===== config.mk =====
export PLATFORM = sky130hd
export DESIGN_NAME = lsid_decoder
export DESIGN_NICKNAME = d
export VERILOG_FILES = /design/src/lsid_pkg.sv /design/src/lsid_decoder.sv
export SDC_FILE = /design/constraint.sdc
export NUM_CORES = 1
export LEC_CHECK = 0
export BUFFER_PORTS_ARGS = -buffer_cell sky130_fd_sc_hd__buf_2
export CAP_MARGIN = 20
export CORE_ASPECT_RATIO = 1.4
export CORE_MARGIN = 2
export CORE_UTILIZATION = 55
export DETAILED_ROUTE_END_ITERATION = 12
export PLACE_DENSITY = 0.84
export SLEW_MARGIN = 40
export SYNTH_ARGS = -nofsm -noshare
export SYNTH_HDL_FRONTEND = slang
export SYNTH_SLANG_ARGS = --single-unit

===== constraint.sdc =====
create_clock -name clk -period 2.5 [get_ports clk]
set_input_delay 0.125 -clock clk [delete_from_list [all_inputs] [get_ports clk]]
set_output_delay 0.125 -clock clk [all_outputs]
set_load 0.05 [all_outputs]

===== src/lsid_pkg.sv =====
package lsid_pkg;
  // ----------------------------------------------------------------
  // Command codes and masks
  // ----------------------------------------------------------------
  localparam logic [7:0] SUB_ENTER     = 8'h70;
  localparam logic [7:0] SUB_EXIT      = 8'h71;
  localparam logic [7:0] PART_ON       = 8'h40;
  localparam logic [7:0] CONTRAST_GO   = 8'hA0;
  localparam logic [3:0] PRE_B1_START  = 4'h0;
  localparam logic [2:0] PRE_B1_COUNT  = 3'h1;
  localparam logic [3:0] PRE_B2_START  = 4'hC;
  localparam logic [2:0] PRE_B2_COUNT  = 3'h7;
  localparam logic [3:0] PRE_INV_HI    = 4'h6;
  localparam logic [3:0] PRE_INV_LO    = 4'h5;
  localparam logic [3:0] PRE_CON_HI    = 4'h8;
  localparam logic [3:0] PRE_CON_LO    = 4'h9;
  localparam logic [3:0] PRE_BIAS      = 4'hB;
  localparam logic [4:0] PRE_BOOST     = 5'h06;
  // ----------------------------------------------------------------
  // Reset values and geometry
  // ----------------------------------------------------------------
  localparam logic [7:0] CONTRAST_RST  = 8'hFF;
  localparam logic [3:0] BIAS_RST      = 4'h8;
  localparam logic [2:0] BOOST_RST     = 3'h4;
  localparam logic [5:0] INV_RST       = 6'h00;
  localparam logic [4:0] UNITS_FULL    = 5'h10;
  localparam logic [7:0] LINES_PER_U   = 8'h08;
  localparam logic [2:0] CAPS_FULL     = 3'h6;
endpackage

===== src/lsid_decoder.sv =====
`timescale 1ns/1ns
`default_nettype none
module lsid_decoder #(
  parameter int CAPS = 6
) (
  input  wire logic       clk,
  input  wire logic       arst_n,
  input  wire logic       cmd_wr,
  input  wire logic       cmd_data_select,
  input  wire logic [7:0] cmd_byte,
  output logic            sub_mode,
  output logic [7:0]      contrast_level,
  output logic [7:0]      contrast_staged,
  output logic [3:0]      bias_divisor,
  output logic [2:0]      boost_multiple,
  output logic [5:0]      inverse_lines,
  output logic [7:0]      duty_lines,
  output logic [3:0]      block1_start,
  output logic [4:0]      block1_units,
  output logic [3:0]      block2_start,
  output logic [4:0]      block2_units
);
  import lsid_pkg::*;

  // Wiring below two capacitors cannot boost at all
  if (CAPS < 2 || CAPS > 6) begin : g_caps_bad
    $error("CAPS must be 2..6");
  end

  // ----------------------------------------------------------------
  // Command strobe
  // ----------------------------------------------------------------
  // Strobe comes from same-clock port logic, so no synchroniser
  logic       cmd_v;
  logic       sub_r;
  logic [7:0] con_r, con_stage_r, duty_r;
  logic [3:0] bias_r, b1s_r, b2s_r, ps_b1s_r, ps_b2s_r;
  logic [2:0] boost_r;
  logic [5:0] inv_r;
  logic [4:0] b1u_r, b2u_r, ps_b1u_r, ps_b2u_r;
  logic [4:0] tot_units;
  logic [3:0] bias_fld;
  logic [2:0] boost_fld;

  assign cmd_v = cmd_wr && !cmd_data_select;

  // ----------------------------------------------------------------
  // Table select
  // ----------------------------------------------------------------
  always_ff @(posedge clk or negedge arst_n) begin
    if (!arst_n) begin
      sub_r <= 1'b0;
    end else if (cmd_v && !sub_r && cmd_byte == SUB_ENTER) begin
      sub_r <= 1'b1;
    end else if (cmd_v && sub_r && cmd_byte == SUB_EXIT) begin
      sub_r <= 1'b0;
    end
  end

  // ----------------------------------------------------------------
  // Partial display staging and activation
  // ----------------------------------------------------------------
  // Staged values only reach the drive side on activation, so a half
  // written block pair never disturbs the running display.
  always_ff @(posedge clk or negedge arst_n) begin
    if (!arst_n) begin
      ps_b1s_r <= 4'h0;
      ps_b1u_r <= UNITS_FULL;
      ps_b2s_r <= 4'h0;
      ps_b2u_r <= 5'h00;
    end else if (cmd_v && sub_r) begin
      if (cmd_byte[7:4] == PRE_B1_START) ps_b1s_r <= cmd_byte[3:0];
      if (cmd_byte[7:5] == PRE_B1_COUNT) ps_b1u_r <= cmd_byte[4:0];
      if (cmd_byte[7:4] == PRE_B2_START) ps_b2s_r <= cmd_byte[3:0];
      if (cmd_byte[7:5] == PRE_B2_COUNT) ps_b2u_r <= cmd_byte[4:0];
    end
  end

  // Full-screen block one ignores block two
  always_comb begin
    if (ps_b1u_r >= UNITS_FULL) tot_units = UNITS_FULL;
    else tot_units = 5'(ps_b1u_r + ps_b2u_r);
  end

  always_ff @(posedge clk or negedge arst_n) begin
    if (!arst_n) begin
      b1s_r  <= 4'h0;
      b1u_r  <= UNITS_FULL;
      b2s_r  <= 4'h0;
      b2u_r  <= 5'h00;
      duty_r <= 8'h80;
    end else if (cmd_v && sub_r && cmd_byte == PART_ON) begin
      b1s_r  <= ps_b1s_r;
      b1u_r  <= ps_b1u_r;
      b2s_r  <= ps_b2s_r;
      b2u_r  <= ps_b2u_r;
      duty_r <= 8'(tot_units * LINES_PER_U);
    end
  end

  // ----------------------------------------------------------------
  // Inverse line count
  // ----------------------------------------------------------------
  always_ff @(posedge clk or negedge arst_n) begin
    if (!arst_n) begin
      inv_r <= INV_RST;
    end else if (cmd_v && sub_r && cmd_byte[7:4] == PRE_INV_HI && cmd_byte[3:2] == 2'b00) begin
      inv_r[5:4] <= cmd_byte[1:0];
    end else if (cmd_v && sub_r && cmd_byte[7:4] == PRE_INV_LO) begin
      inv_r[3:0] <= cmd_byte[3:0];
    end
  end

  // ----------------------------------------------------------------
  // Contrast level
  // ----------------------------------------------------------------
  // Regulator sees a new level only on the apply command, never a
  // mix of old and new nibbles.
  always_ff @(posedge clk or negedge arst_n) begin
    if (!arst_n) begin
      con_stage_r <= CONTRAST_RST;
      con_r       <= CONTRAST_RST;
    end else if (cmd_v && sub_r) begin
      if (cmd_byte[7:4] == PRE_CON_HI) con_stage_r[7:4] <= cmd_byte[3:0];
      if (cmd_byte[7:4] == PRE_CON_LO) con_stage_r[3:0] <= cmd_byte[3:0];
      if (cmd_byte == CONTRAST_GO) con_r <= con_stage_r;
    end
  end

  // ----------------------------------------------------------------
  // Bias and booster (main table)
  // ----------------------------------------------------------------
  assign bias_fld  = cmd_byte[3] ? BIAS_RST : cmd_byte[3:0];
  assign boost_fld = cmd_byte[2] ? BOOST_RST : cmd_byte[2:0];

  always_ff @(posedge clk or negedge arst_n) begin
    if (!arst_n) begin
      bias_r <= BIAS_RST;
    end else if (cmd_v && !sub_r && cmd_byte[7:4] == PRE_BIAS) begin
      bias_r <= bias_fld;
    end
  end

  always_ff @(posedge clk or negedge arst_n) begin
    if (!arst_n) begin
      boost_r <= BOOST_RST;
    end else if (cmd_v && !sub_r && cmd_byte[7:3] == PRE_BOOST) begin
      boost_r <= boost_fld;
    end
  end

  // ----------------------------------------------------------------
  // Outputs
  // ----------------------------------------------------------------
  assign sub_mode        = sub_r;
  assign contrast_level  = con_r;
  assign contrast_staged = con_stage_r;
  // Field 0..7 means divisor 4..11, fields 8..15 mean 12
  assign bias_divisor    = 4'(bias_r + 4'h4);
  // Multiple shifts down by missing capacitors; fields 4..7 give the wiring's own
  // multiple. Fields above the wiring are refused by the host, so no clamp there.
  assign boost_multiple  = (boost_r == BOOST_RST)
                           ? 3'(CAPS)
                           : 3'(boost_r + 3'(CAPS) - 3'h4);
  assign inverse_lines   = inv_r;
  assign duty_lines      = duty_r;
  assign block1_start    = b1s_r;
  assign block1_units    = b1u_r;
  assign block2_start    = b2s_r;
  assign block2_units    = b2u_r;
endmodule // lsid_decoder
`default_nettype wire


==> summary.txt <==
Outcome
  – Run status: complete, no violations

Clock network
  – # H-tree levels: 3
  – Number of buffers between clock root and the deepest sink: 2
  – Clock-pin slew of the registers on the worst-case setup and hold paths: 70 ps
  – Clk Latency, worst-skew pair: 340 ps
  – TritonCTS sink count: 71
  – Clock tree root driver cell: sky130_fd_sc_hd__clkbuf_8
  – # resized after CTS: 0
  – CTS tree: done
  – CTS buffer count: 9

Synthesis
  – Top cell type's share of synthesized area: 40.1%
  – Async set-reset flop share out of synthesis: 100%
  – Dominant cell type by area after synthesis: sky130_fd_sc_hd__dfrtp_1
  – Post-synthesis instance total: 222
  – Flops & latches, synth: 71
  – Post-synthesis sequential area ratio: 57.8%
  – Distinct cell type count of the synthesized netlist: 38
  – Cells taking the most area after synthesis: sky130_fd_sc_hd__dfrtp_1 (40%), sky130_fd_sc_hd__mux2_2 (23%), sky130_fd_sc_hd__dfstp_2 (18%)
  – Post-synth EDFFs: 0
  – Warning count from the yosys run: 0
  – Combined area of all synthesized cells: 0.00312 mm2
  – Avg Synthesized Cell Area: 14.0 um2
  – Most used flip-flop cell after synthesis: sky130_fd_sc_hd__dfrtp_1

STA
  – Relative max-transition margin: 58.3%
  – Setup repair after global routing missed its margin: false
  – Worst hold margin: 182 ps
  – Final setup violating endpoints: 0
  – Final hold viol count: 0
  – Final clock period utilization by the worst path: 74.1%
  – Least setup slack across all paths after layout: 647 ps
  – Max Freq: 0.540 GHz
  – Worst clock skew: 5.79 ps
  – Final max-slew violation count: 0
  – Minimum clock period: 1850 ps
  – Total Neg Setup Slack: 0 ps
  – Slew of the pin with the lowest slew margin: 621 ps

Hold path
  – Number of instances on the worst hold path: 4
  – Hold EP: sub_mode$_DFFE_PN0P_
  – Worst min path class: input pin to flop
  – Hold path startpoint: cmd_data_select

Global route
  – Wire length of the first global-routing pass: 10000 um
  – Met1 usage in global routing: 26.9%
  – Layer with the highest usage after global routing: met2
  – Total GRT Usage: 21.7%
  – Number of global-route vias before repair: 2043
  – Initial antenna violation count: 0
  – Met2 Track Usage GR: 36.7%
  – Largest net degree at the start of global routing: 29
  – Met3 track utilization from global routing: 4.81%
  – Global route overflow: 0

Place
  – Dpl ws: 557 ps
  – Final RePlAce weighted congestion: 0.849
  – Port buffer count: 64
  – Dpl hpwl: 4300 um
  – Post-placement cell count: 343

Finish
  – Total number of nets in the final design: 304
  – Final core utilization: 66.8%
  – Antenna diode count: 0
  – Layout cells sized above 1: 59.2%
  – Area delta synth->final: 17.6%
  – Commonest cells after routing, fill and taps aside: sky130_fd_sc_hd__mux2_2 (65), sky130_fd_sc_hd__buf_2 (64), sky130_fd_sc_hd__dfrtp_1 (50), sky130_fd_sc_hd__dfstp_2 (21), sky130_fd_sc_hd__clkbuf_8 (10)
  – Final Non-Filler Cells: 360
  – Leading cell type in the layout, fill and taps excluded: sky130_fd_sc_hd__mux2_2

Power and ir drop
  – Highest ir drop seen on vdd: 0.695 mV
  – Power per standard cell area: 769 mW/mm2
  – Leak Pwr: 0.00185 uW

Drt
  – Detailed-routing iteration count for the pre-antenna-repair pass: 4
  – Post-Route WL: 5910 um
  – Count of nets left with antenna violations after detail routing: 0
  – WL per Instance: 16.4 um
  – First DRT Iteration DRCs: 83
  – Average vias per placed instance: 5.41
  – Drt drc: 0
  – Via count: 1946

Worst setup path
  – Kind of critical path: flop to flop
  – Cells on worst reg2reg path: 4
  – Setup slack, reg-to-reg: 650 ps
  – Buf/Inv on CP: 0
  – Slowest stage cell, crit path: sky130_fd_sc_hd__dfrtp_1
  – Worst Path Arrival: 2070 ps
  – Kind of capture point of the worst setup path: flop
  – Cell count along the critical path: 4
  – Required time of the worst setup path: 2720 ps
  – Cell-by-cell trace of the critical path: nand4b_1 -> or2_2 -> nor3b_2 -> mux2_2
  – Reg-to-Reg End: inverse_lines[3]$_DFFE_PN0P_
  – Critical R2R Launch: sub_mode$_DFFE_PN0P_
  – Largest driver fanout on the critical path: 7
  – Kind of cell adding the most delay to the critical path: simple AND/OR/NAND/NOR gates
  – Critical path launch point type: flop
  – CP peak stage delay: 440 ps

Floorplan
  – Die area: 0.00629 mm2
  – Vert. Die Dim: 93.1 um
  – Initial Util: 56.8%
  – Top-level port count: 68
  – Standard-cell rows: 32
  – Die width: 67.6 um
  – Core area: 0.00549 mm2

Job
  – Maximum capacitance violations: 0
[worst register-to-register path, stage by stage (launching register included)]
cell and delay [ps]:
sky130_fd_sc_hd__dfrtp_1 440, sky130_fd_sc_hd__nand4b_1 200, sky130_fd_sc_hd__or2_2 340, sky130_fd_sc_hd__nor3b_2 380, sky130_fd_sc_hd__mux2_2 390
[what timing repair did]
item | 4_1_cts | 5_1_grt
hold endpoints to repair | 12 | 0
setup buffers | 0 | 0
hold buffers | 1 | 0
[layer usage]
layer / share of wire [%] / vias to the layer above
met5: 0 / -
met4: 1.4 / 0
met3: 4.8 / 8
met2: 54 / 56
met1: 40 / 997
li1: - / 885
[worst max-delay path by stage]
stage / start / to / slack [ps]
global route: sub_mode$_DFFE_PN0P_ / inverse_lines[5]$_DFFE_PN0P_ / 520
CTS: sub_mode$_DFFE_PN0P_ / inverse_lines[5]$_DFFE_PN0P_ / 660
detailed placement: cmd_byte[1] / contrast_level[6]$_DFFE_PN1P_ / 560
global placement: cmd_byte[1] / contrast_level[6]$_DFFE_PN1P_ / 590
floorplan: sub_mode$_DFFE_PN0P_ / inverse_lines[4]$_DFFE_PN0P_ / 420
finish: sub_mode$_DFFE_PN0P_ / inverse_lines[3]$_DFFE_PN0P_ / 650
[metrics by stage]
stage / area [um2] / power, uW
after global placement: 3460 / 1930
after global routing: 3660 / 2940
after detailed placement: 3460 / 1950
after floorplan: 3120 / 1790
final: 3660 / 2820
after CTS: 3660 / 2840
[synthesized netlist by cell type (all sizes together), types with 4 or more instances]
cell type,instances
dfstp,21
nand2b,5
buf,8
mux2,65
nor2,8
ha,4
dfrtp,50
inv,8
clkbuf,8
[flip-flops by register name, summed over array words and instances, names as in the netlist]
register	count
block1_start	4
sub_mode	1
duty_lines	5
block2_start	4
ps_b1s_r	4
block1_units	5
contrast_staged	8
ps_b2u_r	5
block2_units	5
inverse_lines	6
contrast_level	8
ps_b1u_r	5
ps_b2s_r	4
bias_r	4
boost_r	3
[final cells by class]
cell class                 instances  area (um2)
multi-input combinational        129        1200
sequential                        71        1800
clock inverter                     6        60.1
fill                             427        1820
inverter                           8        30.0
tap                               68        85.1
clock buffer                      10         138
timing repair buffer              68         353
[report_power, final]
part           switching [uW]  internal, uW
combinational             360           195
sequential               87.3          1290
clock                     406           482
[cell families (layout without fill, tap and decap cells)]
logic type / after synthesis / in the layout / share of synthesized area (%)
adders and majority gates: 5 / 5 / 2.25
buffers and inverters: 24 / 92 / 4.01
xor gates and xnor gates: 5 / 5 / 1.41
AOI/OAI and AO/OA: 6 / 6 / 1.16
muxes: 68 / 68 / 24.4
other: 1 / 3 / 0.120
and+or+nand+nor: 42 / 42 / 8.75
DFF: 71 / 71 / 57.8
Power figures use the tool's default switching activity.
